File: config.mk
export PLATFORM = sky130hd
export DESIGN_NAME = stw_timer
export DESIGN_NICKNAME = d
export VERILOG_FILES = /design/src/inc/stw_pkg.sv /design/src/hdl/stw_divider.sv /design/src/hdl/stw_timer.sv
export SDC_FILE = /design/constraint.sdc
export NUM_CORES = 1
export LEC_CHECK = 0
export ABC_AREA = 1
export BUFFER_PORTS_ARGS = -buffer_cell sky130_fd_sc_hd__buf_2
export CAP_MARGIN = 20
export CORE_MARGIN = 3
export CORE_UTILIZATION = 63
export CTS_BUF_LIST = sky130_fd_sc_hd__clkbuf_8
export DETAILED_ROUTE_END_ITERATION = 8
export PLACE_DENSITY_LB_ADDON = 0.2
export SETUP_SLACK_MARGIN = 0.5
export SLEW_MARGIN = 25
export SYNTH_ARGS = -nofsm -noshare
export SYNTH_HDL_FRONTEND = slang
export SYNTH_HIERARCHICAL = 1
export SYNTH_SLANG_ARGS = --single-unit
File: constraint.sdc
create_clock -name clk_sys_i -period 2.93 [get_ports clk_sys_i]
set_clock_uncertainty 0.05 [all_clocks]
set_input_delay 0.1465 -clock clk_sys_i [delete_from_list [all_inputs] [get_ports clk_sys_i]]
set_output_delay 0.1465 -clock clk_sys_i [all_outputs]
set_load 0.005 [all_outputs]
File: src/inc/stw_pkg.sv
package stw_pkg;
	// register offsets on the special function register bus
	localparam logic [7:0] ADDR_MS_INT = 8'h00fa;
	localparam logic [7:0] ADDR_US_DIV = 8'h00fb;
	localparam logic [7:0] ADDR_MS_DIV_LO = 8'h00fc;
	localparam logic [7:0] ADDR_MS_DIV_HI = 8'h00fd;
	localparam logic [7:0] ADDR_HMS_DIV = 8'h00fe;
	localparam logic [7:0] ADDR_WDT = 8'h00ff;
	// reset values
	localparam logic [7:0] RST_MS_INT = 8'h007f;
	localparam logic [4:0] RST_US_DIV = 5'h0003;
	localparam logic [7:0] RST_MS_DIV_LO = 8'h009f;
	localparam logic [7:0] RST_MS_DIV_HI = 8'h000f;
	localparam logic [7:0] RST_HMS_DIV = 8'h0063;
	localparam logic [4:0] RST_WD_PERIOD = 5'h0000;
	// field positions and widths
	localparam int LOAD_SEL_BIT = 7;
	localparam int WD_EN_BIT = 7;
	localparam int WD_DIS_BIT = 6;
	localparam int WD_RST_BIT = 5;
	localparam int MS_CNT_W = 7;
	localparam int US_DIV_W = 5;
	localparam int WD_PERIOD_W = 5;
endpackage : stw_pkg

File: src/hdl/stw_divider.sv
`timescale 1ns/10ps
// programmable divider: one-cycle tick every (div+1) enabled cycles
module stw_divider #(
	parameter int W = 8
) (
	// clock and reset
	input wire logic clk_sys_i,
	input wire logic rstn_i,
	// control
	input wire logic en_i,
	input wire logic [W-1:0] div_i,
	// tick
	output logic tick_o
);
	if (W < 1 || W > 16) begin : g_bad_width
		$error("stw_divider: width out of range");
	end

	logic [W-1:0] cnt_r;
	wire logic at_end = (cnt_r >= div_i);

	always_ff @(posedge clk_sys_i) begin
		if (!rstn_i) begin
			cnt_r <= '0;
		end else if (en_i) begin
			cnt_r <= at_end ? '0 : cnt_r + W'(1);
		end
	end

	assign tick_o = en_i && at_end;
endmodule : stw_divider

File: src/hdl/stw_timer.sv
`timescale 1ns/10ps
////////////////////////////////////////////////////////////////////////////////
// Functional notes
// - load select is bit 7 of ms interrupt register, always reads zero
// - write with select 0 holds value, loads it at next expiry
// - write with select 1 loads the counter right after the write
// - ms interrupt every (count+1) ms ticks
// - reading the ms interrupt register clears the pending flag
// - microsecond tick divides system clock by divisor plus one
// - microsecond tick is the flash write time base
// - ms tick period is high*256+low+1 system clocks
// - ms tick is the flash erase time base
// - 100 ms tick divides ms tick by divisor plus one
// - write 1 then 0 to enable bit turns watchdog on; reads state
// - write 1 then 0 to disable bit turns watchdog off; reads state
// - write 1 then 0 to restart bit restarts watchdog; reads last written value
// - watchdog expires within count+1 to count+2 hundred-ms periods
// - power-down inputs stop watchdog and system timer
////////////////////////////////////////////////////////////////////////////////
module stw_timer (
	// clock and reset
	input wire logic clk_sys_i,
	input wire logic rstn_i,
	// special function register bus
	input wire logic [7:0] sfr_addr_i,
	input wire logic sfr_wr_i,
	input wire logic sfr_rd_i,
	input wire logic [7:0] sfr_wdata_i,
	output logic [7:0] sfr_rdata_o,
	output logic sfr_sel_o,
	// power-down controls
	input wire logic watchdog_power_down_i,
	input wire logic system_timer_power_down_i,
	// ticks and events
	output logic us_tick_o,
	output logic ms_tick_o,
	output logic hms_tick_o,
	output logic ms_int_o,
	output logic watchdog_expired_o
);
	localparam int CW = stw_pkg::MS_CNT_W;
	localparam int WW = stw_pkg::WD_PERIOD_W;

	function automatic logic hit(input logic [7:0] a, input logic [7:0] r);
		hit = (a == r);
	endfunction : hit

	////////////////////////////////////////////////////////////////////////////
	// address decode
	wire logic sel_ms = hit(sfr_addr_i, stw_pkg::ADDR_MS_INT);
	wire logic sel_us = hit(sfr_addr_i, stw_pkg::ADDR_US_DIV);
	wire logic sel_ml = hit(sfr_addr_i, stw_pkg::ADDR_MS_DIV_LO);
	wire logic sel_mh = hit(sfr_addr_i, stw_pkg::ADDR_MS_DIV_HI);
	wire logic sel_hm = hit(sfr_addr_i, stw_pkg::ADDR_HMS_DIV);
	wire logic sel_wd = hit(sfr_addr_i, stw_pkg::ADDR_WDT);
	wire logic wr_ms = sfr_wr_i && sel_ms;
	wire logic wr_wd = sfr_wr_i && sel_wd;
	wire logic rd_ms = sfr_rd_i && sel_ms;

	////////////////////////////////////////////////////////////////////////////
	// divisor registers
	logic [stw_pkg::US_DIV_W-1:0] us_div_r;
	logic [7:0] ms_lo_r;
	logic [7:0] ms_hi_r;
	logic [7:0] hms_div_r;

	always_ff @(posedge clk_sys_i) begin
		if (!rstn_i) begin
			us_div_r <= stw_pkg::RST_US_DIV;
			ms_lo_r <= stw_pkg::RST_MS_DIV_LO;
			ms_hi_r <= stw_pkg::RST_MS_DIV_HI;
			hms_div_r <= stw_pkg::RST_HMS_DIV;
		end else if (sfr_wr_i) begin
			if (sel_us) us_div_r <= sfr_wdata_i[stw_pkg::US_DIV_W-1:0];
			if (sel_ml) ms_lo_r <= sfr_wdata_i;
			if (sel_mh) ms_hi_r <= sfr_wdata_i;
			if (sel_hm) hms_div_r <= sfr_wdata_i;
		end
	end

	////////////////////////////////////////////////////////////////////////////
	// prescaler chain
	wire logic tmr_on = !system_timer_power_down_i;
	wire logic [15:0] ms_div = {ms_hi_r, ms_lo_r};

	// us tick is exported for the flash write timer
	stw_divider #(.W(stw_pkg::US_DIV_W)) u_us (
		.clk_sys_i(clk_sys_i),
		.rstn_i(rstn_i),
		.en_i(tmr_on),
		.div_i(us_div_r),
		.tick_o(us_tick_o)
	);

	// ms tick is exported for the flash erase timer
	stw_divider #(.W(16)) u_ms (
		.clk_sys_i(clk_sys_i),
		.rstn_i(rstn_i),
		.en_i(tmr_on),
		.div_i(ms_div),
		.tick_o(ms_tick_o)
	);

	stw_divider #(.W(8)) u_hms (
		.clk_sys_i(clk_sys_i),
		.rstn_i(rstn_i),
		.en_i(ms_tick_o),
		.div_i(hms_div_r),
		.tick_o(hms_tick_o)
	);

	////////////////////////////////////////////////////////////////////////////
	// milliseconds interrupt counter
	logic [CW-1:0] ms_reload_r;
	logic [CW-1:0] ms_cnt_r;
	logic ms_flag_r;
	wire logic ms_expire = ms_tick_o && (ms_cnt_r == '0);
	wire logic load_now = wr_ms && sfr_wdata_i[stw_pkg::LOAD_SEL_BIT];

	always_ff @(posedge clk_sys_i) begin
		if (!rstn_i) begin
			ms_reload_r <= stw_pkg::RST_MS_INT[CW-1:0];
			ms_cnt_r <= stw_pkg::RST_MS_INT[CW-1:0];
		end else begin
			if (wr_ms) ms_reload_r <= sfr_wdata_i[CW-1:0];
			if (load_now) begin
				ms_cnt_r <= sfr_wdata_i[CW-1:0];
			end else if (ms_expire) begin
				ms_cnt_r <= ms_reload_r;
			end else if (ms_tick_o) begin
				ms_cnt_r <= ms_cnt_r - CW'(1);
			end
		end
	end

	// a read in the same cycle as a new expiry keeps the flag set
	always_ff @(posedge clk_sys_i) begin
		if (!rstn_i) begin
			ms_flag_r <= 1'b0;
		end else if (ms_expire) begin
			ms_flag_r <= 1'b1;
		end else if (rd_ms) begin
			ms_flag_r <= 1'b0;
		end
	end
	assign ms_int_o = ms_flag_r;

	////////////////////////////////////////////////////////////////////////////
	// watchdog
	logic [2:0] wd_bits_r;
	logic wd_on_r;
	logic wd_off_r;
	logic [WW-1:0] wd_cnt_cfg_r;
	logic [WW:0] wd_cnt_r;
	logic wd_exp_r;
	wire logic wd_pwr = !watchdog_power_down_i;
	wire logic en_fall = wr_wd && wd_bits_r[2]
		&& !sfr_wdata_i[stw_pkg::WD_EN_BIT];
	wire logic dis_fall = wr_wd && wd_bits_r[1]
		&& !sfr_wdata_i[stw_pkg::WD_DIS_BIT];
	wire logic rst_fall = wr_wd && wd_bits_r[0]
		&& !sfr_wdata_i[stw_pkg::WD_RST_BIT];
	wire logic wd_run = wd_on_r && wd_pwr;
	wire logic wd_hit = wd_run && hms_tick_o
		&& (wd_cnt_r == {1'b0, wd_cnt_cfg_r} + (WW+1)'(1));

	always_ff @(posedge clk_sys_i) begin
		if (!rstn_i) begin
			wd_bits_r <= '0;
			wd_cnt_cfg_r <= stw_pkg::RST_WD_PERIOD;
			wd_on_r <= 1'b0;
			wd_off_r <= 1'b0;
		end else begin
			if (wr_wd) begin
				wd_bits_r <= sfr_wdata_i[stw_pkg::WD_EN_BIT:stw_pkg::WD_RST_BIT];
				wd_cnt_cfg_r <= sfr_wdata_i[WW-1:0];
			end
			if (dis_fall) begin
				wd_on_r <= 1'b0;
				wd_off_r <= 1'b1;
			end else if (en_fall) begin
				wd_on_r <= 1'b1;
				wd_off_r <= 1'b0;
			end
		end
	end

	// the free-running 100 ms phase gives the one-count uncertainty
	always_ff @(posedge clk_sys_i) begin
		if (!rstn_i) begin
			wd_cnt_r <= '0;
			wd_exp_r <= 1'b0;
		end else begin
			wd_exp_r <= wd_hit;
			if (rst_fall || en_fall || !wd_run || wd_hit) begin
				wd_cnt_r <= '0;
			end else if (hms_tick_o) begin
				wd_cnt_r <= wd_cnt_r + (WW+1)'(1);
			end
		end
	end
	assign watchdog_expired_o = wd_exp_r;

	////////////////////////////////////////////////////////////////////////////
	// read mux
	logic [7:0] rdata_r;
	wire logic [7:0] wd_rd = {wd_on_r, wd_off_r, wd_bits_r[0], wd_cnt_cfg_r};
	wire logic [7:0] mux_rd =
		sel_ms ? {1'b0, ms_cnt_r} :
		sel_us ? {3'b000, us_div_r} :
		sel_ml ? ms_lo_r :
		sel_mh ? ms_hi_r :
		sel_hm ? hms_div_r :
		sel_wd ? wd_rd : 8'h0000;

	always_ff @(posedge clk_sys_i) begin
		if (!rstn_i) begin
			rdata_r <= '0;
		end else if (sfr_rd_i) begin
			rdata_r <= mux_rd;
		end
	end
	assign sfr_rdata_o = rdata_r;
	assign sfr_sel_o = sel_ms | sel_us | sel_ml | sel_mh | sel_hm | sel_wd;
endmodule : stw_timer

# == Word level (Yosys, flattened, before mapping) ==
# Cells that the tools add are included.
# word_totals
inputBits,22
ff_bits,98
output_inout_bits,14
# op_classes
order_cmp,3
mux,16
eq_ne,7
bitwise_logic,6
add_sub_neg,6
n_reduce_logical,36
# op_table
operator,count
2-to-1 mux 8 bit,7
equality test 8 bit (second input constant),6
2-to-1 mux 7 bit,3
logical AND 1 bit,17
adder 16 x 1 -> 16 bit (second input constant),1
greater-or-equal comparator 16 bit,1
2-to-1 mux 16 bit,1
adder 8 x 1 -> 8 bit (second input constant),1
greater-or-equal comparator 8 bit,1
AND reduction 2 bit,4
zero test 7 bit,1
subtractor 7 x 1 -> 7 bit (second input constant),1
adder 5 x 1 -> 6 bit (second input constant),1
adder 6 x 1 -> 6 bit (second input constant),1
equality test 6 bit,1
zero test 1 bit,6
adder 5 x 1 -> 5 bit (second input constant),1
greater-or-equal comparator 5 bit,1
2-to-1 mux 5 bit,1
OR 1 bit,5
2-to-1 mux 1 bit,4
nonzero test 2 bit,2
OR reduction 2 bit,2
logical OR 1 bit,3
other kinds (2),2

# == Depth between registers and ports, before layout ==
# Gate-level depths: netlist of the first run.
# depth
word_depth,8
ltp_mapped,22
depth_no_buf,22

# == By module ==
# Netlist of the first run, hierarchy kept.
# modules_own_cells
module,area_each_um2,cells_each,n_inst
stw_timer,3417.0,484,1
stw_divider (u_ms),1174.9,169,1
stw_divider (u_hms),579.3,78,1
stw_divider (u_us),382.9,47,1

# == Worst setup path after synthesis of the first run ==
# Ideal clock, no wire load.
# synth_timing
path_kind,register -> register
start,register ms_lo_r[3]
end,register wd_cnt_r[5]
required_ps,2802
path_buffers,0
setup_time_ps,78
path_stages_with_launch,20
path_slack_ps,604
period_less_slack_ps,2326
arrival_ps,2198
path_cell_list,dfxtp_1 inv_1 ha_1 nand2_1 nor2_1 nor2_1 nand2_1 nand2_1 nand2_1 nand2_1 nand2_1 nand2_1 inv_1 nand2_1 inv_1 nand3_1 nor2_1 nand3_1 xor2_1 nor3_1
# synth_between
elab_chain_cells,7
# synth_rtl
item,line,source
start: declaration,stw_timer.sv:63,logic [7:0] ms_lo_r;
start signal: assignment,stw_timer.sv:70,ms_lo_r <= stw_pkg::RST_MS_DIV_LO;
start signal: assignment,stw_timer.sv:75,if (sel_ml) ms_lo_r <= sfr_wdata_i;
greater-or-equal comparator 16 bit (*),stw_divider.sv:20,wire logic at_end = (cnt_r >= div_i);
logical AND 1 bit (*),stw_divider.sv:30,assign tick_o = en_i && at_end;
named net ms_tick_o,stw_timer.sv:36,"output logic ms_tick_o,"
logical AND 1 bit (*),stw_divider.sv:30,
named net hms_tick_o,stw_timer.sv:37,"output logic hms_tick_o,"
logical AND 1 bit,stw_timer.sv:164,wire logic wd_hit = wd_run && hms_tick_o
logical AND 1 bit,stw_timer.sv:165,"&& (wd_cnt_r == {1'b0, wd_cnt_cfg_r} + (WW+1)'(1));"
logical OR 1 bit,stw_timer.sv:195,if (rst_fall || en_fall || !wd_run || wd_hit) begin
OR reduction 2 bit (no source line),n/a,
end signal: assignment,stw_timer.sv:198,wd_cnt_r <= wd_cnt_r + (WW+1)'(1);
end: declaration,stw_timer.sv:154,logic [WW:0] wd_cnt_r;
# The timed path passes the listed nets; every way through them passes the cells marked *.
# A chain may end at the register's enable or synchronous reset.

# == Worst setup path after layout of the first run ==
# layout_timing
start,register ms_lo_r[2]
end,register wd_cnt_r[1]
# layout_between
elab_chain_cells,7
# layout_rtl
item,line
greater-or-equal comparator 16 bit (*),stw_divider.sv:20
logical AND 1 bit (*) (2 in series),stw_divider.sv:30
logical AND 1 bit,stw_timer.sv:164
logical AND 1 bit,stw_timer.sv:165
logical OR 1 bit,stw_timer.sv:195
OR reduction 2 bit (no source line),n/a
# Every way passes the cells marked *; elsewhere a longest branch is shown, timed or not.

==> results of run 1 <==
==> repair_timing <==
item,4_1_cts,5_1_grt
resized for setup,4,22
pin swaps,0,8
buffers inserted,0,7
setup endpoints to repair,17,18
hold endpoints to repair,1,0
hold buffers,1,0
==> power by group <==
group          internal, mW  leakage, nW  switching, mW  total [mW]
clock network         0.479        0.105          0.486       0.965
registers              1.34        0.792        0.00879        1.35
logic                0.0475         2.09          0.100       0.148
==> layout make-up <==
type / instances / area (um2) / share of cell area [%]
clock buffer: 9 / 124 / 2.01
clock inverter: 7 / 93.8 / 1.52
inverter: 120 / 453 / 7.33
multi-input combinational: 545 / 3120 / 50.6
sequential: 98 / 1980 / 32.0
tap: 105 / 131 / 2.13
timing repair buffer: 48 / 275 / 4.46
==> kinds of logic (layout without fill, tap and decap cells) <==
| kind of cell | Yosys count | after routing | synth area share (%) |
|---|---|---|---|
| simple gates | 351 | 351 | 28.9 |
| buf+inv | 135 | 184 | 9.53 |
| compound gates | 123 | 123 | 12.5 |
| flops | 98 | 98 | 35.3 |
| fa+ha+maj | 36 | 36 | 8.11 |
| xor+xnor | 31 | 31 | 4.89 |
| mux | 4 | 4 | 0.721 |
==> worst paths after layout <==
path	from	to
setup / recovery	ms_lo_r[2]	wd_cnt_r[1]
hold / removal	sfr_wdata_i[6]	ms_reload_r[6]
setup reg to reg	ms_lo_r[2]	wd_cnt_r[1]
hold reg to reg	wd_bits_r[1]	wd_bits_r[1]
==> through the flow <==
stage | power (mW) | hold slack (ns) | area [um2] | setup slack (ns) | instances
2_1_floorplan | 1.47 | 0.223 | 5550 | 0.604 | 778
3_5_place_dp | 1.52 | 0.361 | 5820 | 0.270 | 908
3_3_place_gp | 1.51 | 0.353 | 5820 | 0.391 | 908
4_1_cts | 2.47 | 0.000135 | 6050 | 0.479 | 925
6_report | 2.46 | 0.00782 | 6180 | 0.680 | 932
5_1_grt | 2.54 | 0.0235 | 6180 | 0.481 | 932
==> critical path: stages, from the launching register on <==
cell	delay (ns)
dfxtp_2	0.34
inv_1	0.05
ha_1	0.30
nand2_2	0.07
nor2_1	0.09
nor2_1	0.05
nand2_1	0.06
nand2_1	0.05
nand2_1	0.05
nand2_1	0.05
nand2_1	0.07
nand2_2	0.09
inv_4	0.12
nand2_2	0.07
inv_2	0.09
inv_1	0.04
nor2_1	0.08
nand3_1	0.07
nor2_1	0.10
nand2_1	0.09
nand2_2	0.13
nor3_1	0.06
==> state kept, by name (all words and copies together) (netlist names), 3 cells and up <==
| register | count |
|---|---|
| u_ms/cnt_r | 16 |
| hms_div_r | 8 |
| ms_hi_r | 8 |
| ms_lo_r | 8 |
| sfr_rdata_o | 8 |
| u_hms/cnt_r | 8 |
| ms_cnt_r | 7 |
| ms_reload_r | 7 |
| wd_cnt_r | 6 |
| u_us/cnt_r | 5 |
| us_div_r | 5 |
| wd_cnt_cfg_r | 5 |
| wd_bits_r | 3 |
==> routing by layer <==
metal | wire, um | global-route usage, % | part of all wire (%) | vias up
met3 | 839 | 5.56 | 6.2 | 39
li1 | - | - | - | 2589
met5 | 0 | 0 | 0 | -
met2 | 6610 | 47.8 | 49 | 176
met4 | 374 | 11.2 | 2.8 | 0
met1 | 5640 | 34.5 | 42 | 2369
==> synthesized netlist by cell type, types with 15 or more instances <==
| cell type | n |
|---|---|
| nor2_1 | 87 |
| o21ai_0 | 41 |
| nor3_1 | 15 |
| ha_1 | 36 |
| nand3_1 | 45 |
| xor2_1 | 21 |
| o211ai_1 | 24 |
| inv_1 | 114 |
| nand2_1 | 153 |
| a21oi_1 | 47 |
| dfxtp_1 | 98 |
==> key figures, run 1 <==
STA
  – Tightest Pin Transition: 0.472 ns
  – Final number of hold-violating endpoints: 0
  – Max-slew headroom: 68.5%
  – Final setup vio count: 0
  – Slew Viols, Final: 0
  – RSZ-0062 raised after global routing: no
  – Setup TNS: 0 ns
  – Crit path time final: 2.25 ns
  – Final worst-path cycle share: 76.8%
  – Maximum clock frequency: 0.444 GHz

Synth
  – Yosys top cell by area: dfxtp_1
  – Number of enable flip-flop cells after synthesis: 0
  – Mean post-synth cell area: 7.14 um2
  – Synthesized net count: 836
  – Yosys cell types: 38
  – Primary FF master, synth: dfxtp_1
  – Post-synthesis sequential area ratio: 35.3%
  – Yosys warnings: 6
  – Synth top area share: 35.3%
  – Top cells by area, synth: dfxtp_1 35%, nand2_1 10%, ha_1 8.1%, inv_1 7.7%, nor2_1 5.9%
  – Asr flop ratio synth: 0%
  – Seq cells post-synth: 98
  – Synth Cell Area: 0.00555 mm2
  – Cells after Synth: 778

Detailed routing
  – Routed len/inst: 14.5 um
  – 1st-iter DRT viols: 250
  – Vias per Instance: 5.55
  – DRT Pass-1 Iters: 5
  – Routed Antenna Nets: 0
  – DRT Wirelength: 13.5 mm
  – Drc violations: 0
  – DR vias: 5173

CTS
  – Worst skew pair latency: 0.37 ns
  – Root Buffer: clkbuf_8
  – Clk sinks: 98
  – Clock Path Buffers: 2
  – CTS tree: built
  – H-tree depth: 3
  – Clock slew at reported path FFs: 0.10 ns
  – Cts bufs inserted: 9

Global routing
  – Grt ovf: 0
  – Vias in the first global route: 4961
  – Total GRT Usage: 28.0%
  – First-pass GRT wire length: 22.7 mm
  – Initial antenna violation count: 0
  – Largest net degree at the start of global routing: 46

Outcome
  – Status: completed

Power
  – PwrDens: 398 mW/mm2
  – Leakage: 2.99 nW
  – Peak VDD IR: 0.407 mV

Setup path
  – Worst setup SP type: flip-flop
  – Crit Path Category: reg2reg
  – Worst Path Arrival: 2.46 ns
  – R2R setup slack: 0.68 ns
  – R2R depth: 21
  – Crit path capture type: flip-flop
  – Critical Path RT: 3.14 ns
  – Critical path fanouts, max: 7

Floorplan
  – DIE WIDTH: 99.9 um
  – Die Footprint: 0.00998 mm2
  – Die Y: 99.9 um
  – # IOs: 36
  – Initial Utilization: 66.3%
  – CORE AREA: 0.00838 mm2
  – Placement Rows: 33

Finish
  – Commonest non-fill, non-tap cell in the layout: nand2_1
  – Layout cell share with drive strength beyond 1: 15.5%
  – Most frequent cells in the layout: 150 x nand2_1, 110 x inv_1, 89 x dfxtp_1, 85 x nor2_1, 47 x a21oi_1
  – Layout Nets: 880
  – Fillers: 680
  – Finished Core Util: 73.7%
  – Area growth from synthesis to layout: 11.2%
  – # diodes: 0

Flow run
  – Maximum Capacitance Violations: 0

Placement
  – HPWL after DPL: 9.94 mm
  – Port Buf Inserts: 35
  – RePlAce Congestion: 0.922

Worst hold path
  – Worst Hold Class: in2reg
  – Hold Path Cell Cnt: 3
Note: power is estimated with default switching activity, not from simulation.
==> inputs of run 2 (changes only) <==
--- a/config.mk
+++ b/config.mk
@@ -5,7 +5,7 @@
 export SDC_FILE = /design/constraint.sdc
 export NUM_CORES = 1
 export LEC_CHECK = 0
-export ABC_AREA = 1
+export ABC_AREA = 0
 export BUFFER_PORTS_ARGS = -buffer_cell sky130_fd_sc_hd__buf_2
 export CAP_MARGIN = 20
 export CORE_MARGIN = 3
==> constraint.sdc (replaced) <==
create_clock -name clk_sys_i -period 2.3 [get_ports clk_sys_i]
set_clock_uncertainty 0.05 [all_clocks]
set_input_delay 0.115 -clock clk_sys_i [delete_from_list [all_inputs] [get_ports clk_sys_i]]
set_output_delay 0.115 -clock clk_sys_i [all_outputs]
set_load 0.005 [all_outputs]
==> run 2 against run 1 <==
  * The run now ends with setup timing left
  * Count of clock-buffer cells in the layout unchanged
  * Register-to-register slack got worse by 1.2 ns
  * Fmax decreased by 21%
  * Die area decreased by 0.96%
  * Final cell count decreased by 13%
  * Largest power group unchanged
  * Critical endpoint unchanged
  * Flip-flop and latch count unchanged
==> key figures, run 2 <==
Outcome
  – Status: finished, violations left
  – Failing checks: setup timing

Global routing
  – First-pass GRT wire length: 25.4 mm (+12%)
  – Largest net degree at the start of global routing: 65 (+41%)
  – Grt ovf: 0 (unchanged)
  – Total GRT Usage: 32.4% (+4.5 points)
  – Vias in the first global route: 5233 (+5.5%)
  – Initial antenna violation count: 0 (unchanged)

STA
  – Final WS setup: -0.563 ns (-1.24 ns)
  – Final worst-path cycle share: 124% (+48 points)
  – RSZ-0062 raised after global routing: yes
  – Slew Viols, Final: 0 (unchanged)
  – Maximum clock frequency: 0.349 GHz (-21%)
  – Final setup vio count: 25 (+25)
  – Crit path time final: 2.86 ns (+0.613 ns)
  – Max-slew headroom: 52.0% (-16 points)
  – Tightest Pin Transition: 0.714 ns (+0.241 ns)
  – Final number of hold-violating endpoints: 0 (unchanged)

Setup path
  – Critical path fanouts, max: 5 (-2)
  – Worst Path Arrival: 3.09 ns (+0.63 ns)
  – Critical Path RT: 2.53 ns (-0.61 ns)
  – Crit path capture type: flip-flop
  – Worst setup SP type: flip-flop
  – Crit Path Category: reg2reg
  – R2R depth: 14 (-33%)

CTS
  – Clk sinks: 98 (unchanged)
  – Cts bufs inserted: 9 (unchanged)
  – Clock Path Buffers: 2 (unchanged)
  – Clock slew at reported path FFs: 0.10 ns (about the same)
  – Root Buffer: clkbuf_8
  – Worst skew pair latency: 0.36 ns (about the same)
  – CTS tree: built
  – CTS Hold Bufs: 0 (-1)
  – H-tree depth: 3 (unchanged)

Detailed routing
  – Routed len/inst: 20.1 um (+39%)
  – Uppermost layer routed: met4
  – Drc violations: 0 (unchanged)
  – DR vias: 5123 (-0.97%)
  – Routed Antenna Nets: 0 (unchanged)
  – Vias per Instance: 6.30 (+14%)
  – WL met2: 8.20 mm (+24%)
  – DRT Pass-1 Iters: 5 (unchanged)
  – WL met1: 6.35 mm (+13%)
  – Met3 wire len: 925 um (+10%)
  – DRT Wirelength: 16.4 mm (+22%)
  – 1st-iter DRT viols: 407 (+63%)

Placement
  – Port Buf Inserts: 35 (unchanged)
  – Post-DP Area: 0.00608 mm2 (+4.5%)
  – Cells after DPL: 773 (-15%)
  – RePlAce Congestion: 0.948 (+2.8%)
  – HPWL after DPL: 9.94 mm (about the same)

Power
  – Peak VDD IR: 0.269 mV (-34%)
  – Final Power: 3.33 mW (+35%)
  – Leakage: 2.97 nW (-0.51%)
  – PwrDens: 479 mW/mm2 (+20%)

Finish
  – Layout Nets: 761 (-14%)
  – Fillers: 466 (-31%)
  – Final Non-Filler Cells: 813 (-13%)
  – Largest Register: u_ms/cnt_r
  – Most frequent cells in the layout: 88 x dfxtp_1, 80 x nand2_1, 54 x buf_4, 43 x mux2i_1
  – # diodes: 0 (unchanged)
  – Commonest non-fill, non-tap cell in the layout: dfxtp_1
  – Footprint of the multi-input gates: 0.00367 mm2 (+17%)
  – Max reg flops: 16 (unchanged)
  – Storage cell area: 0.00198 mm2 (about the same)
  – Area growth from synthesis to layout: 26.3%
  – Finished Core Util: 83.3% (+9.6 points)
  – Layout cell share with drive strength beyond 1: 29.1% (+14 points)
  – Final instance area: 0.00695 mm2 (+12%)

Synth
  – Synthesized net count: 671 (-20%)
  – Mean post-synth cell area: 8.97 um2 (+26%)
  – Seq cells post-synth: 98 (unchanged)
  – Primary FF master, synth: dfxtp_1
  – Commonest cells post-synth: 98 x dfxtp_1, 82 x nand2_1, 44 x mux2i_1
  – Cells after Synth: 613 (-21%)
  – Number of enable flip-flop cells after synthesis: 0 (unchanged)
  – Yosys cell types: 66 (+74%)
  – Synth top area share: 35.7% (+0.36 points)
  – Count leader, synth: dfxtp_1
  – Top cells by area, synth: dfxtp_1 36%, ha_1 8.2%, mux2i_1 8.0%, nand2_1 5.6%, mux4_2 3.3%
  – Post-synthesis sequential area ratio: 35.7% (+0.36 points)
  – Yosys warnings: 6 (unchanged)
  – Yosys top cell by area: dfxtp_1
  – Synth Cell Area: 0.00550 mm2 (-1.0%)
  – Asr flop ratio synth: 0% (unchanged)

Floorplan
  – Die Y: 99.4 um (-0.48%)
  – # IOs: 36 (unchanged)
  – Initial Utilization: 65.9% (-0.35 points)
  – CORE AREA: 0.00834 mm2 (-0.49%)
  – Die Footprint: 0.00988 mm2 (-0.96%)
  – Placement Rows: 33 (unchanged)
  – DIE WIDTH: 99.4 um (-0.48%)

Worst hold path
  – Hold Path Cell Cnt: 3 (unchanged)
  – Worst Hold Class: in2reg

Flow run
  – Maximum Capacitance Violations: 0 (unchanged)
run 2: through the flow:
step	TNS [ns]	worst slack, ns	hold slack, ns
global route	-12.93	-0.711	0.0471
finish	-9.86	-0.563	0.0375
detailed placement	-6.78	-0.605	0.410
CTS	-7.23	-0.515	0.0330
floorplan	-3.77	-0.515	0.179
global placement	-2.86	-0.336	0.402
run 2: what timing repair did:
action	CTS	global route
setup endpoints to repair	41	44
pin swaps	19	21
resized for setup	60	30
cloned	0	1
setup buffers	17	6
run 2: where the power goes:
part / total [mW] / internal, mW / switching [mW]
Clock: 1.33 / 0.714 / 0.618
Sequential: 1.72 / 1.71 / 0.0142
Combinational: 0.275 / 0.121 / 0.154
Total: 3.33 / 2.54 / 0.786
run 2: worst paths after layout:
path / start / endpoint / slack [ns]
setup reg to reg: ms_hi_r[4] / wd_cnt_r[1] / -0.56
setup / recovery: ms_hi_r[4] / wd_cnt_r[1] / -0.56
hold / removal: sfr_wdata_i[7] / wd_bits_r[2] / 0.04
hold reg to reg: wd_bits_r[2] / wd_bits_r[2] / 0.43
run 2: logic make-up after synthesis:
logic type / share of synthesized area [%]
adder cells (fa/ha/maj): 8.19
XOR/XNOR: 5.58
buffers and inverters: 4.87
multiplexers: 11.5
AND/OR/NAND/NOR: 22.6
AO/OA/AOI/OAI: 11.6
flip-flops: 35.7
run 2: critical path, cell delays in order (launching register included):
cell and delay [ns]:
dfxtp_2 0.35, inv_2 0.05, ha_4 0.23, nand4_1 0.11, buf_6 0.15, o21bai_2 0.14, nor3_4 0.27, a31oi_4 0.18
o2111a_1 0.16, a22o_1 0.26, buf_6 0.13, buf_6 0.12, buf_4 0.14, mux2i_4 0.19, nor4_4 0.26
run 2: routing by layer:
layer / up-vias / track usage, %
met2: 217 / 57.4
met4: 0 / 17.2
li1: 2340 / -
met3: 87 / 4.77
met5: - / 0
met1: 2479 / 37.7
run 2: layout make-up:
type | count | area share [%]
Sequential cell | 98 | 28.5
Clock buffer | 9 | 1.78
Tap cell | 105 | 1.89
Inverter | 39 | 2.11
Multi-Input combinational cell | 451 | 52.8
Clock inverter | 7 | 1.57
Timing Repair Buffer | 104 | 11.3
==> inputs of run 3 (changes only) <==
--- a/config.mk
+++ b/config.mk
@@ -13,6 +13,7 @@
 export CTS_BUF_LIST = sky130_fd_sc_hd__clkbuf_8
 export DETAILED_ROUTE_END_ITERATION = 8
 export PLACE_DENSITY_LB_ADDON = 0.2
+export REMOVE_ABC_BUFFERS = 1
 export SETUP_SLACK_MARGIN = 0.5
 export SLEW_MARGIN = 25
 export SYNTH_ARGS = -nofsm -noshare
==> run 3 against run 2 <==
  * The run still ends with setup timing left
  * Core utilization down 3.6 points
  * Final cell count down 0.62%
  * Power down 2.0%
  * Sequential share of layout area up 1.3 points
  * Global-route usage down 3.2 points
  * First-iteration DRC count down 13%
  * Final area down 4.3%
  * Critical endpoint is now ms_cnt_r[5]
  * Largest cell class unchanged
==> key figures, run 3 (synthesized netlist as in run 2, its figures left out) <==
Outcome
  – Status: finished, violations left
  – Failing checks: setup timing

Setup path
  – WP buf/inv: 2 (-3)
  – Worst Path Arrival: 3.08 ns (about the same)
  – Critical Path RT: 2.46 ns (-0.07 ns)
  – Crit path capture type: flip-flop
  – Critical path fanouts, max: 3 (-2)
  – Crit Path Category: reg2reg
  – Crit-path max cell delay: 0.48 ns (+0.13 ns)
  – Family with the most delay on the worst path: simple AND/OR/NAND/NOR gates
  – Crit-path cells: inv_2, ha_4, nand4_1, nor3_2, nand2_1, a31oi_4, buf_6, or4b_4, o31a_1, o21ai_1, nand3_1
  – Slowest stage cell on the critical path: or4b_4
  – Worst setup SP type: flip-flop

Finish
  – Max reg flops: 16 (unchanged)
  – Final Non-Filler Cells: 808 (-0.62%)
  – Area growth from synthesis to layout: 20.9%
  – Final instance area: 0.00665 mm2 (-4.3%)
  – Layout cell share with drive strength beyond 1: 25.9% (-3.2 points)
  – Most frequent cells in the layout: 88 x dfxtp_1, 82 x nand2_1, 61 x buf_4, 44 x mux2i_1, 40 x nor2_1
  – Layout Nets: 756 (-0.66%)
  – Finished Core Util: 79.7% (-3.6 points)
  – Largest Register: u_ms/cnt_r
  – Fillers: 534 (+15%)
  – # diodes: 0 (unchanged)
  – Commonest non-fill, non-tap cell in the layout: dfxtp_1

Placement
  – Cells after DPL: 776 (+0.39%)
  – RePlAce Congestion: 0.904 (-4.6%)
  – Post-DP Area: 0.00605 mm2 (-0.53%)
  – Port Buf Inserts: 35 (unchanged)
  – Worst slack, placed: -0.670 ns (-0.0652 ns)
  – HPWL after DPL: 9.63 mm (-3.1%)

Global routing
  – Largest net degree at the start of global routing: 55 (-15%)
  – Vias in the first global route: 4874 (-6.9%)
  – Grt met1 use: 38.3% (+0.58 points)
  – Grt ovf: 0 (unchanged)
  – Grt met3 use: 3.93% (-0.84 points)
  – Met2 Use GR: 49.3% (-8.1 points)
  – First-pass GRT wire length: 23.3 mm (-8.3%)
  – Total GRT Usage: 29.2% (-3.2 points)
  – Initial antenna violation count: 0 (unchanged)
  – GR peak layer: met2

Flow run
  – Maximum Capacitance Violations: 0 (unchanged)

CTS
  – Clock Path Buffers: 2 (unchanged)
  – Worst skew pair latency: 0.36 ns (about the same)
  – Clock slew at reported path FFs: 0.09 ns (about the same)
  – CTS tree: built
  – Clk sinks: 98 (unchanged)
  – Root Buffer: clkbuf_8
  – Cts bufs inserted: 9 (unchanged)
  – CTS Hold Bufs: 0 (unchanged)
  – H-tree depth: 3 (unchanged)

STA
  – Slew Viols, Final: 0 (unchanged)
  – Crit path time final: 2.92 ns (+0.0561 ns)
  – Final hold slack: 0.0439 ns (+0.00642 ns)
  – Maximum clock frequency: 0.343 GHz (-1.9%)
  – Final WS setup: -0.619 ns (-0.0561 ns)
  – Final number of hold-violating endpoints: 0 (unchanged)
  – RSZ-0062 raised after global routing: yes
  – Tightest Pin Transition: 0.728 ns (+0.0139 ns)
  – Final setup vio count: 27 (+8.0%)
  – Max-slew headroom: 51.1% (-0.93 points)
  – Setup TNS: -9.10 ns (+0.758 ns)
  – Final worst-path cycle share: 127% (+2.4 points)

Detailed routing
  – Drc violations: 0 (unchanged)
  – Vias per Instance: 6.15 (-2.4%)
  – DRT Pass-1 Iters: 5 (unchanged)
  – DR vias: 4967 (-3.0%)
  – 1st-iter DRT viols: 355 (-13%)
  – Routed Antenna Nets: 0 (unchanged)
  – DRT Wirelength: 14.3 mm (-12%)
  – Routed len/inst: 17.7 um (-12%)

Power
  – Leakage: 2.87 nW (-3.3%)
  – Final Power: 3.26 mW (-2.0%)
  – PwrDens: 491 mW/mm2 (+2.4%)
  – Peak VDD IR: 0.507 mV (+88%)

Floorplan
  – Die Footprint: 0.00988 mm2 (unchanged)
  – Die Y: 99.4 um (unchanged)
  – # IOs: 36 (unchanged)
  – CORE AREA: 0.00834 mm2 (unchanged)
  – DIE WIDTH: 99.4 um (unchanged)
  – Initial Utilization: 65.9% (unchanged)
  – Placement Rows: 33 (unchanged)

Worst hold path
  – Worst Hold Class: in2reg
[run 3: cell count changes in the layout (fill, tap and decap cells not counted), sizes merged]
cell    change
clkbuf      +1
buf         -4
bufinv      -1
inv         -1
[run 3: power by group]
group | switching [mW] | total (mW) | internal, mW
sequential | 0.0125 | 1.72 | 1.71
combinational | 0.140 | 0.245 | 0.105
clock | 0.619 | 1.30 | 0.679
total | 0.772 | 3.26 | 2.49
[run 3: timing repair]
| action | 4_1_cts | 5_1_grt |
|---|---|---|
| pin swaps | 18 | 7 |
| setup buffers | 14 | 2 |
| setup endpoints to repair | 42 | 44 |
| resized for setup | 45 | 8 |
[run 3: worst register-to-register path, stage by stage, from the launching register on]
cell and delay, ns:
dfxtp_2 0.34, inv_2 0.04, ha_4 0.26, nand4_1 0.18, nor3_2 0.32, nand2_1 0.18, a31oi_4 0.28, buf_6 0.14
or4b_4 0.48, o31a_1 0.28, o21ai_1 0.13, nand3_1 0.10
[run 3: worst paths after layout]
kind,slack [ns],cells after the start,start,endpoint
worst max-delay path,-0.62,11,ms_hi_r[6],ms_cnt_r[5]
worst min-delay path,0.04,3,sfr_wdata_i[1],wd_cnt_cfg_r[1]
worst max register to register,-0.62,11,ms_hi_r[6],ms_cnt_r[5]
worst min register to register,0.42,2,sfr_rdata_o[7],sfr_rdata_o[7]
[run 3: cell type report]
class,count,area [um2],share of cell area [%]
Sequential cell,98,1980,29.7
Tap cell,105,131,1.98
Timing Repair Buffer,99,673,10.1
Clock buffer,11,151,2.28
Multi-Input combinational cell,451,3480,52.4
Inverter,39,146,2.20
Clock inverter,5,86.3,1.30
[run 3: routing by layer]
layer,up-vias,wire length (um)
li1,2323,-
met5,-,0
met3,37,1010
met1,2379,5990
met4,0,346
met2,228,6990
